File: config.mk
export PLATFORM = sky130hd
export DESIGN_NAME = adc_serial_dev_flat
export DESIGN_NICKNAME = d
export VERILOG_FILES = /design/src/rtl/adc_link_pkg.sv /design/src/rtl/adc_link_if.sv /design/src/rtl/adc_serial_dev.sv /design/src/flat_wrapper.sv
export VERILOG_INCLUDE_DIRS = /design/src /design/src/rtl
export SDC_FILE = /design/constraint.sdc
export NUM_CORES = 1
export LEC_CHECK = 0
export ABC_AREA = 1
export BUFFER_PORTS_ARGS = -buffer_cell sky130_fd_sc_hd__buf_2
export CAP_MARGIN = 20
export CORE_UTILIZATION = 40
export DETAILED_ROUTE_END_ITERATION = 8
export PLACE_DENSITY = 0.66
export SYNTH_ARGS = -nofsm -noshare
export SYNTH_HDL_FRONTEND = slang
export SYNTH_SLANG_ARGS = --single-unit
File: constraint.sdc
create_clock -name core_clk -period 3.5 [get_ports core_clk]
set_input_delay 0.35 -clock core_clk [delete_from_list [all_inputs] [get_ports core_clk]]
set_output_delay 0.35 -clock core_clk [all_outputs]
set_load 0.1 [all_outputs]
File: src/rtl/adc_link_defines.svh
// Constants for the delta-sigma converter serial link and its host controller
`ifndef ADC_LINK_DEFINES_SVH
`define ADC_LINK_DEFINES_SVH
// Functional notes
// - Single command converts once, then sets done.
// - Flag mode off: host polls done, reads data.
// - Data, gain, offset reads clear done.
// - New single command restarts the conversion.
// - Flag mode: serial out falls on result.
// - Eight null clocks clear flag, MSB follows.
// - Twenty-four more clocks shift result, MSB first.
// - Flag mode: host uses only null command.
// - Flagged single: data mode until word read.
// - Continuous command converts repeatedly, flags each.
// - Unread flag rises one tick before next.
// - Other valid command exits continuous mode.
// - Host finishes read before next result.
// - Conversion command in continuous mode restarts.
// - Continuous mode needs flag mode on.
// - Result is 24 bits: 16 data, flags byte.
// - Tail byte 1111 00, oscillation, overrange.
// - Overrange set outside range, else cleared.
// - Oscillation flag follows modulator detector.
// - Unipolar straight binary, bipolar two's complement.
// - Port acts only with chip select low.

// ----------------------------------------
// Command bytes
// ----------------------------------------
`define CMD_NULL 8'h00
`define CMD_SINGLE 8'hC0
`define CMD_CONT 8'hA0
`define CMD_RD_DATA 8'h96
`define CMD_WR_CFG 8'h81
`define CMD_RD_CFG 8'h91
`define CMD_RD_OFFSET 8'h92
`define CMD_RD_GAIN 8'h93

// ----------------------------------------
// Configuration word
// ----------------------------------------
`define CFG_RESET 24'h000000
`define CFG_RW_MASK 24'hFDF0F7
`define CFG_UNI_BIT 12
`define CFG_PF_BIT 5
`define CFG_DONE_BIT 3
`define CAL_READ_VALUE 24'h000000

// ----------------------------------------
// Result word
// ----------------------------------------
`define TAIL_ONES 4'hF
`define TAIL_ZEROS 2'h0
`define UNI_HI 18'sh0FFFF
`define UNI_LO 18'sh00000
`define BIP_HI 18'sh07FFF
`define BIP_LO 18'sh38000

// ----------------------------------------
// Frame lengths
// ----------------------------------------
`define CMD_LAST 5'h07
`define WORD_LAST 5'h17
`define HOST_SHORT_LAST 6'h07
`define HOST_LONG_LAST 6'h1F

// ----------------------------------------
// Timing
// ----------------------------------------
`define CORE_HZ 32'h05F5E100
`define XIN_HZ 32'h00008000
`define XIN_DIV_DEF ((`CORE_HZ + `XIN_HZ / 2) / `XIN_HZ)
`define CONV_TICKS_DEF 32'h00000888
`define CORE_PERIOD_NS 32'h0000000A
`define SCLK_PERIOD_NS 32'h000000A0
`define SCLK_HALF_DEF ((`SCLK_PERIOD_NS / 2 + `CORE_PERIOD_NS - 1) / `CORE_PERIOD_NS)

// ----------------------------------------
// Host register map (APB byte offsets)
// ----------------------------------------
`define HOST_CMD_OFS 12'h000
`define HOST_TX_OFS 12'h004
`define HOST_RX_OFS 12'h008
`define HOST_STAT_OFS 12'h00C
`define HC_LONG_BIT 8
`define HC_WAITF_BIT 9
`endif

File: src/rtl/adc_link_pkg.sv
// Types shared by both ends of the converter serial link
package adc_link_pkg;
    typedef logic signed [17:0] sample_t;
    typedef enum logic [1:0] {ST_CMD, ST_WAIT, ST_READ, ST_WRITE} dev_state_t;
    typedef enum logic [1:0] {HS_IDLE, HS_WAITF, HS_RUN} host_state_t;
endpackage

File: src/rtl/adc_link_if.sv
// Four-wire serial link between converter and host
`timescale 1ns/1ps
interface adc_link_if;
    logic csN;
    logic sclk;
    logic serialIn;
    logic serialOut;
    logic serialOutEn;
    logic serialLine;

    // Released line reads high
    assign serialLine = serialOutEn ? serialOut : 1'b1;

    modport device(input csN, input sclk, input serialIn, output serialOut, output serialOutEn);
    modport host(output csN, output sclk, output serialIn, input serialLine);
endinterface

File: src/rtl/adc_serial_dev.sv
// Converter end: command decode, conversion sequencing and result readout
`timescale 1ns/1ps
`include "adc_link_defines.svh"
module adc_serial_dev #(
    parameter int XIN_DIV = `XIN_DIV_DEF,
    parameter int CONV_TICKS = `CONV_TICKS_DEF
) (
    // Clock and reset
    input wire logic core_clk,
    input wire logic rst,
    // Serial link
    adc_link_if.device link,
    // Modulator and filter result
    input wire adc_link_pkg::sample_t sampleIn,
    input wire logic oscDetect,
    // Status
    output logic convBusy,
    output logic contMode
);
    import adc_link_pkg::*;

    localparam int XW = $clog2(XIN_DIV + 1);
    localparam int TW = $clog2(CONV_TICKS + 1);

    logic [1:0] csSync_r;
    logic [1:0] sclkSync_r;
    logic [1:0] sdiSync_r;
    logic sclkDly_r;
    logic sclkRise;
    logic sclkFall;
    dev_state_t state_r;
    dev_state_t state_nxt;
    logic [4:0] bitCnt_r;
    logic [23:0] inSh_r;
    logic [23:0] outSh_r;
    logic [23:0] outSh_nxt;
    logic [23:0] cfgRw_r;
    logic [23:0] cfgImage;
    logic [23:0] resultWord_r;
    logic outBit_r;
    logic flagLow_r;
    logic done_r;
    logic convBusy_r;
    logic contMode_r;
    logic [XW-1:0] xinCnt_r;
    logic xinTick;
    logic [TW-1:0] tickCnt_r;
    logic byteDone;
    logic wordDone;
    logic convDone;
    logic preRise;
    logic [7:0] cmdByte;
    logic [23:0] rxWord;
    logic execCmd;
    logic startConv;
    logic stopConv;
    logic setCont;
    logic loadOut;
    logic clrDone;
    logic takeFlag;
    logic pfOn;
    logic uniOn;
    sample_t hiLim;
    sample_t loLim;
    logic [15:0] code;
    logic ovr;

    // ----------------------------------------
    // Pin synchronisers and edge detect
    // ----------------------------------------
    always_ff @(posedge core_clk) begin
        if (rst) begin
            csSync_r <= 2'h3;
            sclkSync_r <= 2'h0;
            sdiSync_r <= 2'h0;
            sclkDly_r <= 1'b0;
        end else begin
            csSync_r <= {csSync_r[0], link.csN};
            sclkSync_r <= {sclkSync_r[0], link.sclk};
            sdiSync_r <= {sdiSync_r[0], link.serialIn};
            sclkDly_r <= sclkSync_r[1];
        end
    end

    assign sclkRise = !csSync_r[1] && sclkSync_r[1] && !sclkDly_r;
    assign sclkFall = !csSync_r[1] && !sclkSync_r[1] && sclkDly_r;

    // ----------------------------------------
    // Bit framing
    // ----------------------------------------
    assign byteDone = sclkRise && bitCnt_r == `CMD_LAST
                      && (state_r == ST_CMD || state_r == ST_WAIT);
    assign wordDone = sclkRise && bitCnt_r == `WORD_LAST
                      && (state_r == ST_READ || state_r == ST_WRITE);
    assign cmdByte = {inSh_r[6:0], sdiSync_r[1]};
    assign rxWord = {inSh_r[22:0], sdiSync_r[1]};

    always_ff @(posedge core_clk) begin
        if (rst) begin
            bitCnt_r <= 5'h00;
        end else if (byteDone || wordDone) begin
            bitCnt_r <= 5'h00;
        end else if (sclkRise) begin
            bitCnt_r <= bitCnt_r + 5'h01;
        end
    end

    always_ff @(posedge core_clk) begin
        if (rst) begin
            inSh_r <= 24'h000000;
        end else if (sclkRise) begin
            inSh_r <= rxWord;
        end
    end

    // ----------------------------------------
    // Command decode
    // ----------------------------------------
    always_comb begin
        state_nxt = state_r;
        execCmd = 1'b0;
        startConv = 1'b0;
        stopConv = 1'b0;
        setCont = 1'b0;
        loadOut = 1'b0;
        outSh_nxt = resultWord_r;
        clrDone = 1'b0;
        takeFlag = 1'b0;
        if (byteDone) begin
            if (state_r == ST_CMD) begin
                execCmd = 1'b1;
            end else if (cmdByte == `CMD_NULL) begin
                if (flagLow_r) begin
                    takeFlag = 1'b1;
                    loadOut = 1'b1;
                    clrDone = 1'b1;
                    state_nxt = ST_READ;
                end
            end else if (contMode_r) begin
                if (cmdByte == `CMD_SINGLE || cmdByte == `CMD_CONT) begin
                    startConv = 1'b1;
                end else begin
                    stopConv = 1'b1;
                    execCmd = 1'b1;
                end
            end
        end
        if (execCmd) begin
            unique case (cmdByte)
                `CMD_SINGLE: begin
                    startConv = 1'b1;
                    state_nxt = pfOn ? ST_WAIT : ST_CMD;
                end
                `CMD_CONT: begin
                    startConv = pfOn;
                    setCont = pfOn;
                    state_nxt = pfOn ? ST_WAIT : ST_CMD;
                end
                `CMD_RD_DATA: begin
                    loadOut = 1'b1;
                    clrDone = 1'b1;
                    state_nxt = ST_READ;
                end
                `CMD_RD_CFG: begin
                    loadOut = 1'b1;
                    outSh_nxt = cfgImage;
                    state_nxt = ST_READ;
                end
                `CMD_RD_OFFSET, `CMD_RD_GAIN: begin
                    loadOut = 1'b1;
                    outSh_nxt = `CAL_READ_VALUE;
                    clrDone = 1'b1;
                    state_nxt = ST_READ;
                end
                `CMD_WR_CFG: begin
                    state_nxt = ST_WRITE;
                end
                default: begin
                    state_nxt = ST_CMD;
                end
            endcase
        end
        if (wordDone) begin
            state_nxt = (state_r == ST_READ && contMode_r) ? ST_WAIT : ST_CMD;
        end
    end

    always_ff @(posedge core_clk) begin
        if (rst) begin
            state_r <= ST_CMD;
        end else begin
            state_r <= state_nxt;
        end
    end

    // ----------------------------------------
    // Configuration word
    // ----------------------------------------
    always_ff @(posedge core_clk) begin
        if (rst) begin
            cfgRw_r <= `CFG_RESET;
        end else if (wordDone && state_r == ST_WRITE) begin
            cfgRw_r <= rxWord & `CFG_RW_MASK;
        end
    end

    assign pfOn = cfgRw_r[`CFG_PF_BIT];
    assign uniOn = cfgRw_r[`CFG_UNI_BIT];

    always_comb begin
        cfgImage = cfgRw_r;
        cfgImage[`CFG_DONE_BIT] = done_r;
    end

    // ----------------------------------------
    // Master clock tick and conversion timer
    // ----------------------------------------
    assign xinTick = xinCnt_r == XW'(XIN_DIV - 1);
    assign convDone = xinTick && convBusy_r && tickCnt_r == TW'(CONV_TICKS - 1);
    // Unread result: release flag one tick ahead of the next
    assign preRise = xinTick && convBusy_r && contMode_r && flagLow_r
                     && tickCnt_r == TW'(CONV_TICKS - 2)
                     && state_r == ST_WAIT && bitCnt_r == 5'h00;

    always_ff @(posedge core_clk) begin
        if (rst || xinTick) begin
            xinCnt_r <= '0;
        end else begin
            xinCnt_r <= xinCnt_r + XW'(1);
        end
    end

    always_ff @(posedge core_clk) begin
        if (rst) begin
            convBusy_r <= 1'b0;
            tickCnt_r <= '0;
        end else if (startConv) begin
            convBusy_r <= 1'b1;
            tickCnt_r <= '0;
        end else if (stopConv) begin
            convBusy_r <= 1'b0;
        end else if (convDone) begin
            convBusy_r <= contMode_r;
            tickCnt_r <= '0;
        end else if (xinTick && convBusy_r) begin
            tickCnt_r <= tickCnt_r + TW'(1);
        end
    end

    always_ff @(posedge core_clk) begin
        if (rst || stopConv) begin
            contMode_r <= 1'b0;
        end else if (setCont) begin
            contMode_r <= 1'b1;
        end
    end

    // ----------------------------------------
    // Result coding
    // ----------------------------------------
    always_comb begin
        hiLim = uniOn ? `UNI_HI : `BIP_HI;
        loLim = uniOn ? `UNI_LO : `BIP_LO;
        ovr = 1'b1;
        if (sampleIn > hiLim) begin
            code = hiLim[15:0];
        end else if (sampleIn < loLim) begin
            code = loLim[15:0];
        end else begin
            code = sampleIn[15:0];
            ovr = 1'b0;
        end
    end

    always_ff @(posedge core_clk) begin
        if (rst) begin
            resultWord_r <= 24'h000000;
        end else if (convDone) begin
            resultWord_r <= {code, `TAIL_ONES, `TAIL_ZEROS, oscDetect, ovr};
        end
    end

    // ----------------------------------------
    // Done indicator and ready flag
    // ----------------------------------------
    always_ff @(posedge core_clk) begin
        if (rst) begin
            done_r <= 1'b0;
        end else if (convDone) begin
            done_r <= 1'b1;
        end else if (clrDone) begin
            done_r <= 1'b0;
        end
    end

    always_ff @(posedge core_clk) begin
        if (rst) begin
            flagLow_r <= 1'b0;
        end else if (convDone && pfOn) begin
            flagLow_r <= 1'b1;
        end else if (takeFlag || preRise || startConv || stopConv) begin
            flagLow_r <= 1'b0;
        end
    end

    // ----------------------------------------
    // Serial output
    // ----------------------------------------
    always_ff @(posedge core_clk) begin
        if (rst) begin
            outSh_r <= 24'h000000;
        end else if (loadOut) begin
            outSh_r <= outSh_nxt;
        end else if (sclkFall && state_r == ST_READ) begin
            outSh_r <= {outSh_r[22:0], 1'b0};
        end
    end

    always_ff @(posedge core_clk) begin
        if (rst) begin
            outBit_r <= 1'b1;
        end else if (state_r == ST_READ) begin
            if (sclkFall) begin
                outBit_r <= outSh_r[23];
            end
        end else begin
            outBit_r <= !(pfOn && flagLow_r);
        end
    end

    assign link.serialOut = outBit_r;
    assign link.serialOutEn = !csSync_r[1];
    assign convBusy = convBusy_r;
    assign contMode = contMode_r;
endmodule

File: src/flat_wrapper.sv
// flat-port wrapper written by rule: the top's interface ports become plain ports
module adc_serial_dev_flat import adc_link_pkg::*;
#(
    parameter int XIN_DIV = `XIN_DIV_DEF,
    parameter int CONV_TICKS = `CONV_TICKS_DEF
)
  (core_clk, rst, sampleIn, oscDetect, convBusy, contMode, link_csN, link_sclk, link_serialIn, link_serialOut, link_serialOutEn);
  adc_link_if link_i ();
  input wire logic core_clk;
  input wire logic rst;
  input wire adc_link_pkg::sample_t sampleIn;
  input wire logic oscDetect;
  output logic convBusy;
  output logic contMode;
  input wire logic [$bits(link_i.csN)-1:0] link_csN;
  input wire logic [$bits(link_i.sclk)-1:0] link_sclk;
  input wire logic [$bits(link_i.serialIn)-1:0] link_serialIn;
  output wire logic [$bits(link_i.serialOut)-1:0] link_serialOut;
  output wire logic [$bits(link_i.serialOutEn)-1:0] link_serialOutEn;
  assign link_i.csN = link_csN;
  assign link_i.sclk = link_sclk;
  assign link_i.serialIn = link_serialIn;
  assign link_serialOut = link_i.serialOut;
  assign link_serialOutEn = link_i.serialOutEn;
  adc_serial_dev #(.XIN_DIV(XIN_DIV), .CONV_TICKS(CONV_TICKS)) u_core (.core_clk(core_clk), .rst(rst), .link(link_i), .sampleIn(sampleIn), .oscDetect(oscDetect), .convBusy(convBusy), .contMode(contMode));
endmodule
### Word level (Yosys, flattened, before mapping)

Cells that the tools add are included.

| storage, ports and cells | value |
|---|---|
| register bits after elaboration | 130 |
| input port bits | 24 |
| output and inout port bits | 4 |
| word-level logic and storage cells | 146 |

| operators by class | value |
|---|---|
| add/subtract/negate cells | 3 |
| order comparisons | 2 |
| equality and inequality tests | 17 |
| multiplexer cells | 54 |
| bitwise operators | 1 |
| reduce and logical (&&, ||, !) cells | 52 |

Operators by type and width:

| cell | count |
|---|---|
| $mux W24 | 3 |
| $eq A8 B8 Y1 const B | 7 |
| $mux W16 | 3 |
| $pmux W24 S2 | 1 |
| $eq A12 B12 Y1 const B | 3 |
| $mux W1 | 36 |
| $add A12 B1 Y12 const B | 2 |
| $mux W12 | 2 |
| $logic_and A1 B1 Y1 | 20 |
| $gt A18 B18 Y1 | 1 |
| $lt A18 B18 Y1 | 1 |
| $mux W18 | 1 |
| $mux W2 | 6 |
| $reduce_bool A3 Y1 | 4 |
| $logic_or A1 B1 Y1 | 9 |
| $logic_not A8 Y1 | 1 |
| $reduce_bool A2 Y1 | 4 |
| $reduce_or A2 Y1 | 4 |
| $pmux W2 S3 | 1 |
| $add A5 B1 Y5 const B | 1 |
| $eq A5 B3 Y1 const B | 1 |
| $eq A5 B5 Y1 const B | 1 |
| $logic_not A5 Y1 | 1 |
| $eq A2 B2 Y1 const B | 2 |
| other kinds (11) | 14 |

### Logic depth before layout (Yosys ltp)

Gate-level depths: netlist (run 1).

| depth | value |
|---|---|
| depth in word-level cells | 13 |
| mapped depth | 15 |
| gate-level depth less buffers | 14 |

### Worst setup path before layout (run 1)

OpenSTA, ideal clock, no wires.

| timing | value |
|---|---|
| path type | register to register |
| start point | reg u_core.csSync_r[1] |
| end point | reg u_core.outSh_r[10] |
| arrival | 2154 ps |
| data required time | 3390 ps |
| slack | 1236 ps |
| cell stages (with the launch flop) | 12 |
| period minus slack after synthesis | 2264 ps |
| path through | dfxtp_1 inv_1 nand3_1 nor2_2 nand2_2 nor2_4 nand3_2 clkbuf_1 nand4_1 nand3_1 nand2_1 inv_1 |

| between the ends | value |
|---|---|
| longest elaborated chain between the ends | 9 |
| elaborated cells between the ends (all ways) | 15 |

Ends and longest elaborated chain:

| item | RTL line | source |
|---|---|---|
| start: declaration | adc_serial_dev.sv:25 | `logic [1:0] csSync_r;` |
| start signal: assignment | adc_serial_dev.sv:78 | `csSync_r <= {csSync_r[0], link.csN};` |
| $logic_not A1 Y1 (*) | - |  |
| named net link_serialOutEn | flat_wrapper.sv:19 | `output wire logic [$bits(link_i.serialOutEn)-1:0] link_serialOutEn;` |
| $logic_and A1 B1 Y1 (2 in series) | adc_serial_dev.sv:85 | `assign sclkRise = !csSync_r[1] && sclkSync_r[1] && !sclkDly_r;` |
| $logic_and A1 B1 Y1 (no source line) | - |  |
| $logic_and A1 B1 Y1 | adc_serial_dev.sv:91 | `` assign byteDone = sclkRise && bitCnt_r == `CMD_LAST `` |
| $mux W1 | adc_serial_dev.sv:129 | `if (byteDone) begin` |
| $mux W1 | adc_serial_dev.sv:149 | `unique case (cmdByte)` |
| $mux W1 | adc_serial_dev.sv:148 | `if (execCmd) begin` |
| $mux W24 or $reduce_bool A2 Y1 (tied branches) | - |  |
| end signal: assignment | adc_serial_dev.sv:313 | `outSh_r <= outSh_nxt;` |
| end signal: assignment | adc_serial_dev.sv:315 | `outSh_r <= {outSh_r[22:0], 1'b0};` |
| end: declaration | adc_serial_dev.sv:35 | `logic [23:0] outSh_r;` |

The timed path passes the listed nets; every way through them passes the cells marked *.
A chain may end at the register's enable or synchronous reset.

### Worst setup path after layout (run 1)

| timing | value |
|---|---|
| start point | reg u_core.bitCnt_r[1] |
| end point | reg u_core.outSh_r[6] |

| between the ends | value |
|---|---|
| longest elaborated chain between the ends | 7 |
| elaborated cells between the ends (all ways) | 10 |

Ends and longest elaborated chain:

| item | RTL line | source |
|---|---|---|
| start: declaration | adc_serial_dev.sv:33 | `logic [4:0] bitCnt_r;` |
| start signal: assignment | adc_serial_dev.sv:104 | `bitCnt_r <= bitCnt_r + 5'h01;` |
| $eq A5 B3 Y1 (no source line) (*) | - |  |
| $logic_and A1 B1 Y1 (no source line) (*) | - |  |
| $logic_and A1 B1 Y1 (*) | adc_serial_dev.sv:91 |  |
| $mux W1 | adc_serial_dev.sv:129 |  |
| $mux W1 | adc_serial_dev.sv:149 |  |
| $mux W1 | adc_serial_dev.sv:148 |  |
| $mux W24 or $reduce_bool A2 Y1 (tied branches) | - |  |

Mark *: on every way between the ends. The rest lies on a longest branch, timed or not.

==> PnR_summary.wiki, run 1 <==
{| class="wikitable"
! Metric !! Value
|-
| Outcome || finished clean
|-
| Standard-cell row count || 45
|-
| Post-CTS Hold Fix Bufs || 0
|-
| Number of gates resized after CTS || 0
|-
| DRT Wirelength || ~15000 um
|-
| Clock share of power || 0.544
|-
| Fin. Hold Viols || 0
|-
| Via count || approximately 5700
|-
| Startpoint type of the worst setup path || register
|-
| List of cells traversed by the critical path || ha_1, nand3_1, nor2_2, nand2_2, inv_2, nand3_4, nand2_4, nand2_1, nand3_1, nand2_1, inv_1
|-
| Synthesized area divided by synthesized cell count || between 6 and 7 um^2
|-
| Worst skew pair latency || 430 ps
|-
| GRT overflow || 0
|-
| Max Clk Rate || approximately 420 MHz
|-
| Main synth FF type || sky130_fd_sc_hd__dfxtp_1
|-
| Slew at the pin closest to its max-slew limit || 699 ps
|-
| Post-Synthesis Cells || 936
|-
| Rel. slew slack || 0.533
|-
| Root buffer selected by CTS || sky130_fd_sc_hd__clkbuf_16
|-
| Type of the setup path with the least slack || reg2reg
|-
| Iteration count of the initial detailed-routing pass || 5
|-
| Post-route DRC violation count || 0
|-
| Final Skew || about 5.8 ps
|-
| Final worst path period need || 2360 ps
|-
| Initial antenna violation count || 0
|-
| Post-CTS clock slew at the launch and capture registers of the worst setup and hold paths || roughly 50 ps
|-
| Post-route standard cell area excluding fillers || 7230 um^2
|-
| Data arrival at the endpoint of the critical path || approximately 2700 ps
|-
| Max Root-Sink Buffers || 2
|-
| Global Route Usage Sum || 0.192
|-
| # IOs || 28
|-
| Max-slew violation total from the final report || 0
|-
| Clock sink count || around 130
|-
| Number of H-tree levels || 4
|-
| Internal Power || 2.68 mW
|-
| Max stage delay on crit path || 380 ps
|-
| Diodes inserted || 0
|-
| Average detailed-routed wire length per instance || 12.7 um
|-
| Flops & latches, synth || 127
|-
| Switching share of power || 0.213
|-
| Initial core utilization || 0.416
|-
| Worst Path Max Fanout || 23
|-
| Share of layout cells above drive strength 1 || 0.114
|-
| RSZ-0062 raised after global routing || false
|-
| Vertical extent of the die || ~130 um
|-
| Hold Slack || 104 ps
|-
| Leading cell type in the layout, fill and taps excluded || sky130_fd_sc_hd__nand2_1
|-
| Number of flops mapped to enable cells by yosys || 0
|-
| Area post-placement || 6620 um^2
|-
| Asr flop ratio synth || 0
|-
| I/O Buffers || 27
|-
| Number of library cell types mapped by synthesis || 36
|-
| Iteration-0 DRC count of the detailed router || 365
|-
| Setup Viol. Count Final || 0
|-
| Cell Area, Synth || 6410 um^2
|-
| Antenna Violating Nets Remaining || 0
|-
| Hold Path Class || in2reg
|-
| Sequential power share || 0.428
|-
| Buffers & Inverters on Critical Path || 2
|-
| Vias in the first global route || 5029
|-
| Summed negative setup slack over all endpoints || 0 ps
|-
| Die width || 129 um
|-
| Buffer count from post-CTS setup fixing || 0
|-
| Max-cap violation count || 0
|-
| Critical-path top delay cell || sky130_fd_sc_hd__inv_2
|-
| Number of buffers added by the clock tree synthesis step || 17
|-
| Pwr dens || 472 nW/um^2
|-
| Share of the yosys chip area belonging to registers || 0.396
|-
| Largest net degree at the start of global routing || 42
|-
| First-pass GRT wire length || 24600 um
|-
| Post-Synthesis Net Count || 969
|-
| Final period utilization || 0.676
|-
| Leading cell types in the layout, fill and taps excluded || sky130_fd_sc_hd__nand2_1 (237), sky130_fd_sc_hd__dfxtp_1 (127), sky130_fd_sc_hd__inv_1 (113)
|-
| Yosys warns || 0
|-
| Cell type group with the largest total delay on the critical path || simple AND/OR/NAND/NOR gates
|-
| Drt via density || 4.87
|-
| Final weighted congestion in routability-driven placement || 0.842
|-
| Share of power burned in combinational logic || 0.028
|-
| Reported net switching power || roughly 730 uW
|-
| Worst-case vdd ir drop || 0.390 mV
|-
| Placed wire-length estimate after detailed placement || around 9900 um
|-
| CTS tree || built
|-
| Type of destination of the critical path || register
|-
| Required time reported for the critical path endpoint || 3870 ps
|-
| Total die area || ~17000 um^2
|-
| Placeable core region || 15400 um^2
|-
| Synthesis-to-layout area growth || 12.7%
|-
| Static Leak || between 2 and 3 nW
|-
| Fin nets || 976
|}
## logic make-up after synthesis
group / after synthesis / synth area share
buf+inv: 162 / 0.106
simple gates: 461 / 0.330
xor+xnor: 14 / 0.0191
flops: 127 / 0.396
fa+ha+maj: 9 / 0.0176
compound gates: 163 / 0.131
## stage by stage
step	total power [mW]	util	setup WS [ps]	std cells
2_1_floorplan	1.55	-	1240	936
3_3_place_gp	1.59	0.429	1230	1135
3_5_place_dp	1.59	0.429	1140	1135
4_1_cts	3.44	0.468	1130	1166
5_1_grt	3.52	0.468	871	1166
6_report	3.41	0.468	1140	1166
## synthesized netlist by cell type (all sizes together), types with 13 or more instances
master | n | area, um^2
nand2 | 246 | 976
dfxtp | 127 | 2540
inv | 118 | 443
nor2 | 91 | 437
o21ai | 77 | 385
a21oi | 76 | 384
nand3 | 75 | 408
clkbuf | 25 | 93.8
nand4 | 25 | 156
buf | 19 | 141
nor3 | 13 | 65.1
xor2 | 13 | 114
## state kept, by name, indices dropped and copies added, names as in the netlist, 2 cells and up
name and cells:
u_core.csSync_r 2, u_core.xinCnt_r 12, u_core.resultWord_r 19, u_core.bitCnt_r 5, u_core.cfgRw_r 18, u_core.sclkSync_r 2, u_core.state_r 2, u_core.sdiSync_r 2
u_core.tickCnt_r 12, u_core.outSh_r 24, u_core.inSh_r 23
## cell type report
type,instances,area [um^2]
multi-input cells,647,3190
clock inverters,11,165
repair buffers,32,173
fillers,1634,8200
well taps,211,264
flip-flops and latches,127,2540
inverters,118,443
clock buffers,20,447
## layer usage
layer | track usage | wire length, um
met5 | 0 | 0
met4 | 0.0844 | 280
met3 | 0.0437 | 643
met2 | 0.286 | 6310
met1 | 0.264 | 7530
## final timing paths
kind / end / slack (ps) / from / cells after the start
setup / recovery: u_core.outSh_r[6] / 1140 / u_core.bitCnt_r[1] / 11
hold / removal: u_core.csSync_r[0] / 100 / link_csN / 2
setup reg to reg: u_core.outSh_r[6] / 1140 / u_core.bitCnt_r[1] / 11
hold reg to reg: u_core.sclkSync_r[1] / 400 / u_core.sclkSync_r[0] / 2
## power groups by stage
stage	Sequential [mW]	Combinational (mW)	Clock (mW)
after global routing	1.46	0.108	1.96
after global placement	1.49	0.0947	0
after detailed placement	1.49	0.0946	0
final	1.46	0.0944	1.85
after floorplan	1.49	0.0638	0
after CTS	1.46	0.0954	1.89
Note: power is estimated with default switching activity, not from simulation.
==> inputs of run 2 (changes only) <==
PLACE_DENSITY = 0.68   (was 0.66)
clock period = 2.1 ns   (was 3.5 ns; I/O delays follow)
==> run 2 against run 1 <==
Compared with the run above:
- first-iteration DRC count rose by 25%
- cell count grew 1.5%
- hold slack lost 56 ps
- critical path depth increased by 3
- total power increased by 61%
- sequential cell count stayed put
- setup slack lost 920 ps
- global-route usage decreased by 0.59 points
- clock-buffer cell count grew 2
- register-to-register slack got worse by 920 ps
- sequential power increased by 66%
==> PnR_summary.wiki, run 2 (synthesis results as in run 1) <==
{| class="wikitable"
! Metric !! Value
|-
| Outcome || finished clean
|-
| Type of destination of the critical path || register
|-
| Share of layout cells above drive strength 1 || 0.131
|-
| Registers with the most flip-flops || u_core.outSh_r (24), u_core.inSh_r (23), u_core.resultWord_r (19)
|-
| Final weighted congestion in routability-driven placement || between 0.8 and 0.9
|-
| Hold Slack || 48.4 ps
|-
| Largest reg by FF count || u_core.outSh_r
|-
| Fin nets || 994
|-
| Max Root-Sink Buffers || 2
|-
| Average detailed-routed wire length per instance || between 10 and 15 um
|-
| Worst Path Max Fanout || 22
|-
| Static Leak || 3.04 nW
|-
| Leading cell type in the layout, fill and taps excluded || sky130_fd_sc_hd__nand2_1
|-
| Filler cell count || roughly 1600
|-
| Clock sink count || 127
|-
| Number of H-tree levels || 4
|-
| Worst skew pair latency || 420 ps
|-
| Non-filler cells in the finished layout || 1184
|-
| Post-route DRC violation count || 0
|-
| Max-slew violation total from the final report || 0
|-
| DRT Wirelength || 14500 um
|-
| Placeable core region || 15400 um^2
|-
| Root buffer selected by CTS || sky130_fd_sc_hd__clkbuf_16
|-
| Summed negative setup slack over all endpoints || 0 ps
|-
| Rel. slew slack || 0.671
|-
| Iteration count of the initial detailed-routing pass || 5
|-
| Required time reported for the critical path endpoint || around 2500 ps
|-
| Max Clk Rate || 530 MHz
|-
| Die width || approximately 130 um
|-
| CTS tree || built
|-
| Met1 GRT Util || 0.250
|-
| Via count || 5691
|-
| Vias in the first global route || 5053
|-
| Placed wire-length estimate after detailed placement || approximately 10000 um
|-
| Final period utilization || 0.899
|-
| Worst setup slack for register-to-register paths || 210 ps
|-
| Slew at the pin closest to its max-slew limit || 494 ps
|-
| Layer carrying the most global-route usage || met2
|-
| First-pass GRT wire length || 24100 um
|-
| GRT overflow || 0
|-
| Hold Path Class || in2reg
|-
| Standard-cell row count || 45
|-
| Initial antenna violation count || 0
|-
| Final Skew || between 9 and 10 ps
|-
| Diodes inserted || 0
|-
| Fin. Hold Viols || 0
|-
| Number of buffers added by the clock tree synthesis step || 17
|-
| Type of the setup path with the least slack || reg2reg
|-
| Worst-case vdd ir drop || slightly above 0.6 mV
|-
| Global Route Usage Sum || 0.186
|-
| Antenna Violating Nets Remaining || 0
|-
| Total die area || 16500 um^2
|-
| List of cells traversed by the critical path || inv_1, nor2_1, nand2_1, nor2_4, nor2_4, nand2_4, nand2_4, nand2_4, nand2_1, nand2_1, nand2_1, nand3_1, nand2_1, inv_1
|-
| Data arrival at the endpoint of the critical path || 2260 ps
|-
| Post-CTS clock slew at the launch and capture registers of the worst setup and hold paths || 60 ps
|-
| Initial core utilization || 0.416
|-
| Critical-path top delay cell || sky130_fd_sc_hd__dfxtp_1
|-
| Synthesis-to-layout area growth || 15.2%
|-
| Largest net degree at the start of global routing || 37
|-
| Startpoint type of the worst setup path || register
|-
| Met3 usage in global routing || 0.0453
|-
| Setup Viol. Count Final || 0
|-
| Leading cell types in the layout, fill and taps excluded || sky130_fd_sc_hd__nand2_1 (237), sky130_fd_sc_hd__dfxtp_1 (126), sky130_fd_sc_hd__inv_1 (112)
|-
| Vertical extent of the die || 129 um
|-
| Drt via density || 4.81
|-
| Placed instance count || 1146
|-
| Met2 layer usage reported by global route || 0.280
|-
| Max stage delay on crit path || 400 ps
|-
| # IOs || 28
|-
| I/O Buffers || 27
|-
| Iteration-0 DRC count of the detailed router || 457
|-
| Pwr dens || around 740 nW/um^2
|-
| Final worst path period need || 1890 ps
|-
| Flip-flop count of the largest register after layout || 24
|-
| Critical path's most frequent cell || sky130_fd_sc_hd__nand2_1
|-
| Max-cap violation count || 0
|}
==> run 2: final cells by class <==
cell class	instances	area [um^2]	share of cell area
clock inverter	9	110	0.0149
timing repair buffer	50	329	0.0445
multi-input combinational	647	3220	0.435
clock buffer	22	474	0.0642
inverter	118	449	0.0608
tap	211	264	0.0357
sequential	127	2540	0.344
==> run 2: worst max-delay path: cells and delay by family (launching register included) <==
family	cells	cell delay, ps
AND/OR/NAND/NOR	12	1280
buffers and inverters	2	150
flip-flops	1	400
==> run 2: worst paths after layout <==
| check | endpoint | depth (start not counted) | start |
|---|---|---|---|
| worst min register to register | u_core.sclkSync_r[1] | 2 | u_core.sclkSync_r[0] |
| worst max register to register | u_core.outSh_r[5] | 14 | u_core.inSh_r[6] |
| worst max-delay path | u_core.outSh_r[5] | 14 | u_core.inSh_r[6] |
| worst min-delay path | u_core.resultWord_r[14] | 3 | sampleIn[6] |
==> run 2: timing repair <==
| item | 4_1_cts | 5_1_grt |
|---|---|---|
| hold endpoints to repair | 3 | 0 |
| hold buffers | 3 | 0 |
| resized for setup | 0 | 7 |
| setup endpoints to repair | 0 | 32 |
| buffers inserted | 0 | 4 |
==> run 2: stage by stage <==
step                setup WS, ps  cell area [um^2]  total power [mW]  utilization
CTS                          140              7320              5.55        0.474
finish                       212              7390              5.49        0.479
detailed placement           156              6700              2.64        0.434
global placement             198              6700              2.64        0.434
global route              -0.160              7390              5.70        0.479
floorplan                   71.6              6420              2.59            -
==> run 2: power breakdown <==
| part | switching, mW | internal, mW | total, mW |
|---|---|---|---|
| combinational | 0.107 | 0.0544 | 0.162 |
| sequential | 0.00985 | 2.42 | 2.43 |
| clock | 1.07 | 1.83 | 2.90 |
| total | 1.19 | 4.31 | 5.49 |
==> run 2: per-layer routing <==
layer / up-vias / routed length [um]
li1: 3059 / -
met1: 2501 / 7320
met2: 105 / 6240
met3: 26 / 571
met4: 0 / 331
met5: - / 0
